`config.mk`:
```
export PLATFORM = sky130hd
export DESIGN_NAME = iep_top
export DESIGN_NICKNAME = d
export VERILOG_FILES = /design/src/logic/iep_pkg.sv /design/src/logic/iep_arbiter.sv /design/src/logic/iep_top.sv
export SDC_FILE = /design/constraint.sdc
export NUM_CORES = 1
export LEC_CHECK = 0
export ABC_AREA = 1
export ABC_CLOCK_PERIOD_IN_PS = 3300
export BUFFER_PORTS_ARGS = -buffer_cell sky130_fd_sc_hd__buf_2
export CELL_PAD_IN_SITES_DETAIL_PLACEMENT = 1
export CELL_PAD_IN_SITES_GLOBAL_PLACEMENT = 1
export CORE_UTILIZATION = 40
export DETAILED_ROUTE_END_ITERATION = 7
export PLACE_DENSITY_LB_ADDON = 0.12
export SKIP_LAST_GASP = 1
export SLEW_MARGIN = 5
export SYNTH_ARGS = -nofsm -noshare
export SYNTH_HDL_FRONTEND = slang
export SYNTH_SLANG_ARGS = --single-unit
```
`constraint.sdc`:
```
create_clock -name sys_clk -period 3.3 [get_ports sys_clk]
set_clock_uncertainty 0.1 [all_clocks]
set_input_delay 0.66 -clock sys_clk [delete_from_list [all_inputs] [get_ports sys_clk]]
set_output_delay 0.66 -clock sys_clk [all_outputs]
set_load 0.01 [all_outputs]
```
`src/logic/iep_pkg.sv`:
```
package iep_pkg;
    // register addresses (byte addresses on the plain register port)
    localparam logic [7:0] ADDR_INTERRUPT_ENABLE  = 8'hA8;
    localparam logic [7:0] ADDR_PRIORITY_HIGH     = 8'hB7;
    localparam logic [7:0] ADDR_PRIORITY_LOW      = 8'hB8;
    localparam logic [7:0] ADDR_EVENT_STATUS      = 8'hC0;
    localparam logic [7:0] ADDR_EVENT_CLEAR       = 8'hC1;
    localparam logic [7:0] ADDR_EVENT_ENABLE      = 8'hC2;
    localparam logic [7:0] ADDR_SERVICE           = 8'hC3;

    // interrupt enable field positions
    localparam int BIT_EXT_INPUT0_IRQ_ENABLE = 0;
    localparam int BIT_TIMER0_IRQ_ENABLE     = 1;
    localparam int BIT_EXT_INPUT1_IRQ_ENABLE = 2;
    localparam int BIT_TIMER1_IRQ_ENABLE     = 3;
    localparam int BIT_SERIAL_IRQ_ENABLE     = 4;
    localparam int BIT_TIMER2_IRQ_ENABLE     = 5;
    localparam int BIT_RESERVED              = 6;
    localparam int BIT_GLOBAL_IRQ_ENABLE     = 7;

    // writable masks and reset values
    localparam logic [7:0] ENABLE_WRITE_MASK   = 8'hBF;
    localparam logic [7:0] LEVEL_WRITE_MASK    = 8'h3F;
    localparam logic [7:0] RESET_ENABLE        = 8'h00;
    localparam logic [7:0] RESET_LEVEL         = 8'h00;
    localparam logic [1:0] RESET_EVENT         = 2'h0;

    // event status bit positions
    localparam int EVT_NEW_REQUEST = 0;
    localparam int EVT_OVERRIDE    = 1;

    localparam int NUM_SOURCES = 6;
endpackage : iep_pkg

```
`src/logic/iep_arbiter.sv`:
```
`timescale 1ns/100ps
// picks the winning source: level first, polling order second
module iep_arbiter #(
    parameter int N = 6
) (
    input  wire logic [N-1:0] request,
    input  wire logic [N-1:0] level_high,
    input  wire logic [N-1:0] level_low,
    output logic              valid,
    output logic [2:0]        winner,
    output logic [1:0]        winner_level
);
    // scan levels from 3 down; lower index wins a tie by polling order
    always_comb begin
        valid        = 1'b0;
        winner       = 3'h0;
        winner_level = 2'h0;
        for (int lv = 3; lv >= 0; lv--) begin
            for (int s = N - 1; s >= 0; s--) begin
                if (!valid && request[s] &&
                    {level_high[s], level_low[s]} == 2'(lv)) begin
                    winner       = 3'(s);
                    winner_level = 2'(lv);
                end
            end
            if (!valid) begin
                for (int s = 0; s < N; s++) begin
                    if (request[s] &&
                        {level_high[s], level_low[s]} == 2'(lv)) begin
                        valid = 1'b1;
                    end
                end
            end
        end
    end
endmodule : iep_arbiter

```
`src/logic/iep_top.sv`:
```
// The address-and-strobe port was left to the implementer.
`timescale 1ns/100ps
module iep_top (
    input  wire logic       sys_clk,
    input  wire logic       resetn,
    input  wire logic [7:0] reg_addr,
    input  wire logic [7:0] reg_wdata,
    input  wire logic       reg_write,
    input  wire logic       reg_read,
    output logic      [7:0] reg_rdata,
    input  wire logic [5:0] source_request,
    output logic            core_irq_valid,
    output logic      [2:0] core_irq_source,
    output logic      [1:0] core_irq_level,
    output logic            irq
);
    localparam int N = iep_pkg::NUM_SOURCES;

    logic [7:0] interrupt_enable;
    logic [7:0] interrupt_priority_high;
    logic [7:0] interrupt_priority_low;
    logic [1:0] event_status;
    logic [1:0] event_enable;
    logic [7:0] reg_rdata_q;
    logic       core_irq_valid_q;
    logic [2:0] core_irq_source_q;
    logic [1:0] core_irq_level_q;

    logic [7:0] next_interrupt_enable;
    logic [7:0] next_interrupt_priority_high;
    logic [7:0] next_interrupt_priority_low;
    logic [1:0] next_event_status;
    logic [1:0] next_event_enable;
    logic [7:0] next_reg_rdata;
    logic       next_core_irq_valid;
    logic [2:0] next_core_irq_source;
    logic [1:0] next_core_irq_level;

    logic [N-1:0] gated_request;
    logic         arb_valid;
    logic [2:0]   arb_winner;
    logic [1:0]   arb_level;
    logic [1:0]   event_set;
    logic [1:0]   event_clear;

    // a write lands only on an exact address match
    function automatic logic hit(input logic [7:0] addr,
                                 input logic [7:0] target);
        hit = (addr == target);
    endfunction : hit

    always_comb begin
        gated_request = source_request &
            interrupt_enable[N-1:0] &
            {N{interrupt_enable[iep_pkg::BIT_GLOBAL_IRQ_ENABLE]}};
    end

    iep_arbiter #(
        .N (N)
    ) u_arbiter (
        .request      (gated_request),
        .level_high   (interrupt_priority_high[N-1:0]),
        .level_low    (interrupt_priority_low[N-1:0]),
        .valid        (arb_valid),
        .winner       (arb_winner),
        .winner_level (arb_level)
    );

    // events: a new winner appears, or a higher level pre-empts the winner
    always_comb begin
        event_set = 2'h0;
        event_set[iep_pkg::EVT_NEW_REQUEST] = arb_valid && !core_irq_valid_q;
        event_set[iep_pkg::EVT_OVERRIDE] = arb_valid && core_irq_valid_q &&
            (arb_level > core_irq_level_q);
        event_clear = 2'h0;
        if (reg_write && hit(reg_addr, iep_pkg::ADDR_EVENT_CLEAR)) begin
            event_clear = reg_wdata[1:0];
        end
    end

    // register next values; set beats clear so no event is lost
    always_comb begin
        next_interrupt_enable        = interrupt_enable;
        next_interrupt_priority_high = interrupt_priority_high;
        next_interrupt_priority_low  = interrupt_priority_low;
        next_event_enable            = event_enable;
        next_event_status = (event_status & ~event_clear) | event_set;
        if (reg_write) begin
            if (hit(reg_addr, iep_pkg::ADDR_INTERRUPT_ENABLE)) begin
                next_interrupt_enable =
                    reg_wdata & iep_pkg::ENABLE_WRITE_MASK;
            end
            if (hit(reg_addr, iep_pkg::ADDR_PRIORITY_HIGH)) begin
                next_interrupt_priority_high =
                    reg_wdata & iep_pkg::LEVEL_WRITE_MASK;
            end
            if (hit(reg_addr, iep_pkg::ADDR_PRIORITY_LOW)) begin
                next_interrupt_priority_low =
                    reg_wdata & iep_pkg::LEVEL_WRITE_MASK;
            end
            if (hit(reg_addr, iep_pkg::ADDR_EVENT_ENABLE)) begin
                next_event_enable = reg_wdata[1:0];
            end
        end
    end

    // read mux; unmapped addresses and write-only clear read zero
    always_comb begin
        next_reg_rdata = 8'h00;
        if (reg_read) begin
            unique case (reg_addr)
                iep_pkg::ADDR_INTERRUPT_ENABLE:
                    next_reg_rdata = interrupt_enable;
                iep_pkg::ADDR_PRIORITY_HIGH:
                    next_reg_rdata = interrupt_priority_high;
                iep_pkg::ADDR_PRIORITY_LOW:
                    next_reg_rdata = interrupt_priority_low;
                iep_pkg::ADDR_EVENT_STATUS:
                    next_reg_rdata = {6'h00, event_status};
                iep_pkg::ADDR_EVENT_ENABLE:
                    next_reg_rdata = {6'h00, event_enable};
                iep_pkg::ADDR_SERVICE:
                    next_reg_rdata = {core_irq_valid_q, 2'h0,
                                      core_irq_level_q, core_irq_source_q};
                default:
                    next_reg_rdata = 8'h00;
            endcase
        end
    end

    // the core sees the winner one cycle later, from flip-flops
    always_comb begin
        next_core_irq_valid  = arb_valid;
        next_core_irq_source = arb_valid ? arb_winner : 3'h0;
        next_core_irq_level  = arb_valid ? arb_level : 2'h0;
    end

    always_ff @(posedge sys_clk or negedge resetn) begin
        if (!resetn) begin
            interrupt_enable        <= iep_pkg::RESET_ENABLE;
            interrupt_priority_high <= iep_pkg::RESET_LEVEL;
            interrupt_priority_low  <= iep_pkg::RESET_LEVEL;
            event_status            <= iep_pkg::RESET_EVENT;
            event_enable            <= iep_pkg::RESET_EVENT;
            reg_rdata_q             <= 8'h00;
            core_irq_valid_q        <= 1'b0;
            core_irq_source_q       <= 3'h0;
            core_irq_level_q        <= 2'h0;
        end else begin
            interrupt_enable        <= next_interrupt_enable;
            interrupt_priority_high <= next_interrupt_priority_high;
            interrupt_priority_low  <= next_interrupt_priority_low;
            event_status            <= next_event_status;
            event_enable            <= next_event_enable;
            reg_rdata_q             <= next_reg_rdata;
            core_irq_valid_q        <= next_core_irq_valid;
            core_irq_source_q       <= next_core_irq_source;
            core_irq_level_q        <= next_core_irq_level;
        end
    end

    // outputs
    assign reg_rdata       = reg_rdata_q;
    assign core_irq_valid  = core_irq_valid_q;
    assign core_irq_source = core_irq_source_q;
    assign core_irq_level  = core_irq_level_q;
    assign irq             = |(event_status & event_enable);
endmodule : iep_top
```
# After elaboration in Yosys (flattened, before gate mapping)
# Cells that the tools add are included.
# W data, S select, Z words.
word_totals:
  ff_bits: 37
  out_inout_bits: 15
  word_cells: 200
  in_bits: 26
op_classes:
  n_eq_ne: 25
  bitwise: 6
  mux: 80
  n_lt_le_gt_ge: 1
  n_reduce_logical: 79
op_table:
  columns: ["cell", "n"]
  rows:
  - ["$mux W3", 25]
  - ["$logic_and A1 B1 Y1", 64]
  - ["$eq A8 B8 Y1 const B", 7]
  - ["$mux W2", 26]
  - ["$pmux W8 S6", 1]
  - ["$mux W1", 27]
  - ["$eq A2 B2 Y1 const B", 12]
  - ["$and A6 B6 Y6", 2]
  - ["$eq A2 B1 Y1 const B", 6]
  - ["$logic_not A2 Y1", 6]
  - ["$mux W8", 1]
  - ["$reduce_and A2 Y1", 4]
  - ["$and A2 B2 Y2", 2]
  - ["$logic_not A1 Y1", 4]
  - ["$gt A2 B2 Y1", 1]
  - ["$not A2 Y2", 1]
  - ["$or A2 B2 Y2", 1]
  - ["$reduce_or A2 Y1", 1]

# Depth between registers and ports, before layout
# Gate-level depths: netlist (run 1).
logic_depth:
  depth_word: 33
  depth_mapped: 25
  depth_no_buf: 25

# Hierarchy
# A second synthesis (run 1) with hierarchy kept.
hier_totals:
  hier_cells: 361
  area_unflattened_um2: 2551.2
by_module_without_submodules:
  columns: ["module", "area_each_um2", "cells_each", "instances", "seq_area_each_um2"]
  rows:
  - ["iep_top", 1935.6, 237, 1, 900.9]
  - ["iep_arbiter", 615.6, 124, 1, 0.0]

# Least setup slack after synthesis (run 1)
# No wires, ideal clock.
synth_timing:
  kind: "input -> register"
  startpoint: "input source_request[1]"
  endpoint: "register event_status[1]"
  stages: 16
  setup_time_ns: 0.083
  path_slack_ns: 0.824
  arrival_ns: 2.293
  required_ns: 3.117
  path_buffers: 1
  path_cell_list: "nand3_2 inv_1 nand2_1 nand2_2 nor2_4 nand2_4 nor2_4 and2_4 buf_6 o21ai_0 nand3_1 inv_1 ha_1 nand2_1 o21ai_0 o21ai_0"
synth_via:
  elab_chain_cells: 32
  word_cells_on_any_way: 92
  cone_classes: "order compare: 1; mux: 43; bitwise: 3; reduce/logical: 45"
synth_lines:
  columns: ["item", "line", "source"]
  rows:
  - ["from (decl)", "iep_top.sv:11", "input wire logic [5:0] source_request,"]
  - ["$and A6 B6 Y6 (*)", "iep_top.sv:53", "gated_request = source_request &"]
  - ["$and A6 B6 Y6 (*)", "iep_top.sv:54", "interrupt_enable[N-1:0] &"]
  - ["$logic_and A1 B1 Y1", "iep_arbiter.sv:20, iep_arbiter.sv:28", null]
  - ["$mux W1 (5 in series)", "iep_arbiter.sv:28", "if (request[s] &&"]
  - ["$logic_not A1 Y1", "iep_arbiter.sv:20", "if (!valid && request[s] &&"]
  - ["$logic_and A1 B1 Y1 (2 in series)", "iep_arbiter.sv:20", null]
  - ["$mux W2 (18 in series)", "iep_arbiter.sv:20", null]
  - ["$gt A2 B2 Y1", "iep_top.sv:74", "(arb_level > core_irq_level_q);"]
  - ["$logic_and A1 B1 Y1 (*)", "iep_top.sv:73", "event_set[iep_pkg::EVT_OVERRIDE] = arb_valid && core_irq_valid_q &&"]
  - ["$or A2 B2 Y2 (*)", "iep_top.sv:87", "next_event_status = (event_status & ~event_clear) | event_set;"]
  - ["named net next_event_status[1]", "iep_top.sv:32", "logic [1:0] next_event_status;"]
  - ["to (signal assigned)", "iep_top.sv:143", "event_status <= iep_pkg::RESET_EVENT;"]
  - ["to (signal assigned)", "iep_top.sv:153", "event_status <= next_event_status;"]
  - ["to (decl)", "iep_top.sv:22", "logic [1:0] event_status;"]
# Mark *: on every way through the listed nets, which the timed path passes. The rest lies on a longest branch.
# A chain may end at the register's enable or synchronous reset.

# Worst setup path after layout (run 1)
layout_timing:
  startpoint: "register interrupt_enable[7]"
  endpoint: "register event_status[1]"
layout_via:
  elab_chain_cells: 32
  word_cells_on_any_way: 119
  cone_classes: "order compare: 1; mux: 51; bitwise: 2; reduce/logical: 65"
layout_lines:
  columns: ["item", "line", "source"]
  rows:
  - ["from (decl)", "iep_top.sv:19", "logic [7:0] interrupt_enable;"]
  - ["from (signal assigned)", "iep_top.sv:140", "interrupt_enable <= iep_pkg::RESET_ENABLE;"]
  - ["from (signal assigned)", "iep_top.sv:150", "interrupt_enable <= next_interrupt_enable;"]
  - ["$and A6 B6 Y6 (*)", "iep_top.sv:54", null]
  - ["$logic_and A1 B1 Y1", "iep_arbiter.sv:20, iep_arbiter.sv:28", null]
  - ["$mux W1 (6 in series)", "iep_arbiter.sv:28", null]
  - ["$logic_not A1 Y1", "iep_arbiter.sv:20", null]
  - ["$logic_and A1 B1 Y1 (2 in series)", "iep_arbiter.sv:20", null]
  - ["$mux W2 (18 in series)", "iep_arbiter.sv:20", null]
  - ["$gt A2 B2 Y1", "iep_top.sv:74", null]
  - ["$logic_and A1 B1 Y1 (*)", "iep_top.sv:73", null]
  - ["$or A2 B2 Y2 (*)", "iep_top.sv:87", null]
  - ["named net next_event_status[1]", "iep_top.sv:32", null]
# Marks and branches as above.

==> metrics, run 1 <==
crit-path leading delay family simple AND/OR/NAND/NOR gates; num ports 41; CTS Buf Count 5; vias per cell 5.247; total track usage 0.2445; worst slew pin tran 800.9 ps; top routing layer in use met4; share of layout cells above drive strength 1 0.1947; Placer Congestion 0.8829; Synth Warn # 0; core area 0.005205 mm²; WL final 6.570 mm; Layout Utilization 0.4877; worst min-delay path class in2async; Synth Instances 297; Rel. slew slack 0.4641; Synth Area per Inst 7.377 µm²; Post-CTS Resized 0; FP Rows 26; number of flops mapped to enable cells by yosys 0; largest net degree at the start of global routing 37; dpl ws 400.0 ps; most frequent cells in the layout nand2_1 (85), inv_1 (42), buf_2 (38); flop2flop setup slack 580 ps; Seq cells post-synth 36; via count 2146; Max VDD drop 0.0002474 V; CTS root buf clkbuf_8; Ant. Diodes 0; Hold-fix buffers, CTS 0; vias in the first global route 2239; DRC 0; Yosys cell types 37; Worst-path clk slew 80 ps; R2R depth 15; startpoint class of the critical path flop; antenna viol nets, final 0; number of I/O port buffers 38; crit-path max FO 11; PwrDens 374.4 mW/mm²; leakage power 1.285 nW; clock sink count 36; Fin. Hold Viols 0; routed wl met2 3.234 mm; CP Cell Sequence nand3_2 -> inv_1 -> nand2_1 -> nand2_2 -> nor2_4 -> nand2_4 -> nor2_4 -> and2_4 -> o21ai_0 -> nand3_1 -> inv_1 -> ha_1 -> nand2_1 -> o21ai_0 -> o21ai_0; average wire per cell in the routed design 16.06 µm; Synth top area share 0.4112; clk_lat worst skew 300 ps; post-synthesis async set-or-reset flop share 1.000; first-pass GRT wire length 11.07 mm; Levels on crit path 15; Remaining Overflow, GRT 0; Detailed Place HPWL 5.262 mm; fin nets 366; antenna violations before repair 0; Slowest cell on crit path dfrtp_1; Worst EP required 3420 ps; Die Width 76.01 µm; FMAX 367.9 MHz; fin crit share 0.8236; fill cell count 713; Syn Nets 325; MaxCap Viol Count 0; FF-to-FF Start interrupt_enable[7]; CP Capture Type flop; # H-tree levels 2; Die Y 76.01 µm; Final Max Tran Viols 0; status complete, no violations; worst setup path class reg2reg; WP buf/inv 2; wire length on met1 2.967 mm; post-CTS setup buffer count 0; drt initial violations 71; 1st-pass router iterations 4; most frequent CP cell o21ai_0; CTS Buffer Depth 2; die area 0.005777 mm²; RR Endpoint event_status[1]; Area contributors post-synth dfrtp_1 (41%), nand2_1 (15%), inv_1 (7.2%), o21ai_0 (5.7%), nor2_1 (3.9%); top_reg_cell synth dfrtp_1; CTS tree yes; delay of the slowest cell on the worst path 510 ps; Cell Area, Synth 0.002191 mm²; Period minus WS final 2718 ps; register area share after synthesis 0.4112; setup ws final 582.2 ps; commonest non-fill, non-tap cell in the layout nand2_1; TNS Setup 0 ps; Initial Utilization 0.4209; Data arrival, critical path 2830 ps; leading area contributor after synthesis dfrtp_1; final setup violation count 0; met3 wire len 324 µm; RSZ-0062 raised after global routing no; Area growth syn-to-layout 15.88%
-- layer usage --
metal | global-route usage | up-vias
met1 | 0.3104 | 1020
li1 | - | 1065
met4 | 0.03654 | 0
met3 | 0.05509 | 4
met2 | 0.4327 | 57
met5 | 0 | -
-- synthesized netlist by cell type, types with 2 or more instances --
| cell | n |
|---|---|
| clkbuf_1 | 3 |
| a31oi_1 | 2 |
| nand2_2 | 2 |
| nor2_1 | 23 |
| dfrtp_1 | 36 |
| nor4_1 | 2 |
| nand3_2 | 3 |
| nor2_2 | 2 |
| nand2_1 | 85 |
| o21a_1 | 2 |
| inv_1 | 42 |
| nand2_4 | 3 |
| nor3_1 | 15 |
| a41oi_1 | 2 |
| nand3_1 | 11 |
| a21oi_1 | 4 |
| ha_1 | 2 |
| a311oi_1 | 2 |
| o21ai_0 | 25 |
| a221oi_1 | 5 |
| nand4_1 | 8 |
| nor2_4 | 3 |
-- flip-flops by register name, indices dropped and copies added, names as in the netlist --
register,cells
core_irq_level,2
core_irq_source,3
core_irq_valid,1
event_enable,2
event_status,2
interrupt_enable,7
interrupt_priority_high,6
interrupt_priority_low,6
reg_rdata,7
-- cell type report --
type / instances / area (µm²) / share of cell area
timing repair buffer: 39 / 197.7 / 0.07787
multi-input combinational: 213 / 1099 / 0.4327
clock inverter: 3 / 23.77 / 0.009364
tap: 70 / 87.58 / 0.03450
sequential: 36 / 900.9 / 0.3549
inverter: 43 / 161.4 / 0.06358
clock buffer: 5 / 68.82 / 0.02711
-- per-stage QoR --
stage	hold WS, ps	cell area [µm²]	cells	total power (W)
after floorplan	264.4	2191	297	0.0005723
after CTS	379.8	2539	409	0.0009556
after detailed placement	428.7	2446	401	0.0006386
after global placement	427.9	2446	401	0.0006331
after global routing	417.6	2539	409	0.0009959
final	358.2	2539	409	0.0009506
-- logic make-up after synthesis --
family                   share of synthesized area
AND/OR/NAND/NOR                             0.3547
AO/OA/AOI/OAI                               0.1336
buffers and inverters                      0.08738
other                                     0.001712
adder cells (fa/ha/maj)                    0.01142
flip-flops                                  0.4112
-- worst max path at each step --
| stage | start | end | slack (ps) |
|---|---|---|---|
| after floorplan | source_request[1] | event_status[1] | 820 |
| after global placement | source_request[1] | event_status[1] | 450 |
| after detailed placement | source_request[1] | event_status[1] | 400 |
| after CTS | interrupt_enable[7] | event_status[1] | 570 |
| after global routing | interrupt_enable[7] | event_status[1] | 310 |
| final | interrupt_enable[7] | event_status[1] | 580 |
-- where the power goes --
part | leakage, nW | switching [W] | internal, W
Sequential | 0.470 | 0.0000319 | 0.000466
Combinational | 0.775 | 0.0000854 | 0.0000458
Clock | 0.0404 | 0.000172 | 0.000149
Total | 1.29 | 0.000289 | 0.000662
(Power assumes the default switching activity.)
==> run 2, diff against run 1 <==
--- a/config.mk
+++ b/config.mk
@@ -6,11 +6,11 @@
 export NUM_CORES = 1
 export LEC_CHECK = 0
 export ABC_AREA = 1
-export ABC_CLOCK_PERIOD_IN_PS = 3300
+export ABC_CLOCK_PERIOD_IN_PS = 2500
 export BUFFER_PORTS_ARGS = -buffer_cell sky130_fd_sc_hd__buf_2
 export CELL_PAD_IN_SITES_DETAIL_PLACEMENT = 1
 export CELL_PAD_IN_SITES_GLOBAL_PLACEMENT = 1
-export CORE_UTILIZATION = 40
+export CORE_UTILIZATION = 36
 export DETAILED_ROUTE_END_ITERATION = 7
 export PLACE_DENSITY_LB_ADDON = 0.12
 export SKIP_LAST_GASP = 1
==> constraint.sdc (replaced) <==
create_clock -name sys_clk -period 2.5 [get_ports sys_clk]
set_clock_uncertainty 0.1 [all_clocks]
set_input_delay 0.5 -clock sys_clk [delete_from_list [all_inputs] [get_ports sys_clk]]
set_output_delay 0.5 -clock sys_clk [all_outputs]
set_load 0.01 [all_outputs]
==> run 2 against run 1 <==
  * Final cell count is 8.1% higher
  * Combinational power grew 65%
  * Maximum frequency grew 9.6%
  * Total power up 40%
  * Global-route usage hardly changed
==> metrics, run 2 (synthesis results as in run 1) <==
worst setup path class reg2reg (unchanged); dpl cells 427 (was 401); RSZ-0062 raised after global routing yes (was no); # H-tree levels 2 (unchanged); FF-to-FF Start interrupt_enable[7] (unchanged); CTS root buf clkbuf_8 (unchanged); drt initial violations 87 (was 71); most frequent CP cell nand2_1 (was o21ai_0); FP Rows 28 (was 26); average wire per cell in the routed design 16.56 µm (was 16.06 µm); CP Capture Type flop (unchanged); Ant. Diodes 0 (unchanged); core area 0.005886 mm² (was 0.005205 mm²); Worst-path clk slew 90 ps (was 80 ps); flop2flop setup slack 20 ps (was 580 ps); Die Y 80.01 µm (was 76.01 µm); CTS tree yes (unchanged); Final Max Tran Viols 0 (unchanged); vias per cell 5.124 (was 5.247); R2R depth 14 (was 15); crit-path max FO 6 (was 11); WP buf/inv 3 (was 2); clk_lat worst skew 290 ps (was 300 ps); worst slew pin tran 805.6 ps (was 800.9 ps); antenna viol nets, final 0 (unchanged); Worst EP required 2620 ps (was 3420 ps); leakage power 1.449 nW (was 1.285 nW); via count 2265 (was 2146); Fin. Hold Viols 0 (unchanged); total track usage 0.2441 (was 0.2445); CTS Buf Count 5 (unchanged); largest net degree at the start of global routing 37 (unchanged); Max VDD drop 0.0003729 V (was 0.0002474 V); DRC 0 (unchanged); CP Cell Sequence nand3_4 -> buf_4 -> buf_4 -> nor3_1 -> or4_1 -> nor3_2 -> nand2_4 -> inv_1 -> nand2_1 -> nand2_1 -> nand2_1 -> nand2_1 -> nand2_1 -> a21oi_2 (was nand3_2 -> inv_1 -> nand2_1 -> nand2_2 -> nor2_4 -> nand2_4 -> nor2_4 -> and2_4 -> o21ai_0 -> nand3_1 -> inv_1 -> ha_1 -> nand2_1 -> o21ai_0 -> o21ai_0); RR Endpoint core_irq_source[0] (was event_status[1]); Post-DP Area 0.002610 mm² (was 0.002446 mm²); design area 0.002884 mm² (was 0.002539 mm²); final setup violation count 0 (unchanged); Critical Path Sink core_irq_source[0] (was event_status[1]); CTS Buffer Depth 2 (unchanged); Initial Utilization 0.3722 (was 0.4209); WL final 7.320 mm (was 6.570 mm); clock sink count 36 (unchanged); vias in the first global route 2303 (was 2239); Rel. slew slack 0.4630 (was 0.4641); Placer Congestion 0.8341 (was 0.8829); fin nets 394 (was 366); delay of the slowest cell on the worst path 570 ps (was 510 ps); share of layout cells above drive strength 1 0.2997 (was 0.1947); crit-path leading delay family simple AND/OR/NAND/NOR gates (unchanged); Data arrival, critical path 2600 ps (was 2830 ps); num ports 41 (unchanged); Slowest cell on crit path or4_1 (was dfrtp_1); Remaining Overflow, GRT 0 (unchanged); Detailed Place HPWL 5.769 mm (was 5.262 mm); fin crit share 0.9920 (was 0.8236); origin of the worst setup path interrupt_enable[7] (unchanged); number of I/O port buffers 38 (unchanged); Non-Filler Instances 442 (was 409); commonest non-fill, non-tap cell in the layout nand2_1 (unchanged); FMAX 403.2 MHz (was 367.9 MHz); worst min-delay path class in2async (unchanged); antenna violations before repair 0 (unchanged); Levels on crit path 14 (was 15); MaxCap Viol Count 0 (unchanged); Die Width 80.01 µm (was 76.01 µm); total power 0.001328 W (was 0.0009506 W); die area 0.006402 mm² (was 0.005777 mm²); Period minus WS final 2480 ps (was 2718 ps); status complete, no violations (unchanged); first-pass GRT wire length 11.50 mm (was 11.07 mm); startpoint class of the critical path flop (unchanged); 1st-pass router iterations 4 (unchanged); PwrDens 460.4 mW/mm² (was 374.4 mW/mm²); Area growth syn-to-layout 31.64% (was 15.88%); most frequent cells in the layout nand2_1 (82), inv_1 (41), buf_2 (38) (was nand2_1 (85), inv_1 (42), buf_2 (38))
[run 2: changes by cell type in the layout (fill, tap and decap cells not counted), moves of 2 or more]
cell     change
buf_4       +26
buf_6        +2
nand2_1      -3
nand2_2      +3
nand3_1      -3
nand3_4      +3
nor2_4       +2
nor3_1       -3
nor3_2       +2
o21ai_0      -3
[run 2: per-stage QoR]
step	utilization	TNS (ps)	hold slack, ps	setup WS, ps
global route	0.4900	-422.3	244.9	-221.1
CTS	0.4611	-2.598	221.2	-2.598
finish	0.4900	0	188.2	20.03
global placement	0.4435	-5.389	422.0	-5.389
detailed placement	0.4435	-110.2	433.4	-84.26
floorplan	-	0	104.4	184.0
[run 2: cell type report]
cell class	count	area [µm²]
Sequential cell	36	902.1
Multi-Input combinational cell	213	1211
Fill cell	771	3002
Tap cell	75	93.84
Clock buffer	6	82.58
Clock inverter	2	15.01
Timing Repair Buffer	67	415.4
Inverter	43	163.9
[run 2: metal layers]
layer  part of all wire  track usage  routed length, µm  vias to the layer above
li1                   -            -                  -                     1119
met2               0.50       0.4231               3695                       40
met5                  0            0                  0                        -
met4              0.014      0.07857                101                        0
met3              0.026      0.04571                192                        9
met1               0.46       0.3032               3331                     1097
[run 2: worst min-delay path by stage]
stage / cells after the start / slack (ps) / to
floorplan: 0 / 100 / core_irq_level[0]
global route: 1 / 240 / reg_rdata[5]
global placement: 1 / 420 / event_status[0]
detailed placement: 1 / 430 / event_status[0]
finish: 1 / 190 / reg_rdata[5]
CTS: 1 / 220 / reg_rdata[5]
[run 2: where the power goes]
part	switching (W)	internal, W	total (W)
Combinational	0.000130	0.0000853	0.000216
Clock	0.000227	0.000223	0.000451
Sequential	0.0000460	0.000616	0.000662
Total	0.000403	0.000924	0.00133
[run 2: repair_timing]
| item | in CTS | in global routing |
|---|---|---|
| pin swaps | 0 | 14 |
| setup endpoints to repair | 2 | 2 |
| gates resized for setup | 2 | 27 |
| gates cloned | 0 | 0 |
| endpoints found under the hold margin | 0 | 0 |
| hold buffers | 0 | 0 |
| buffers inserted | 0 | 7 |
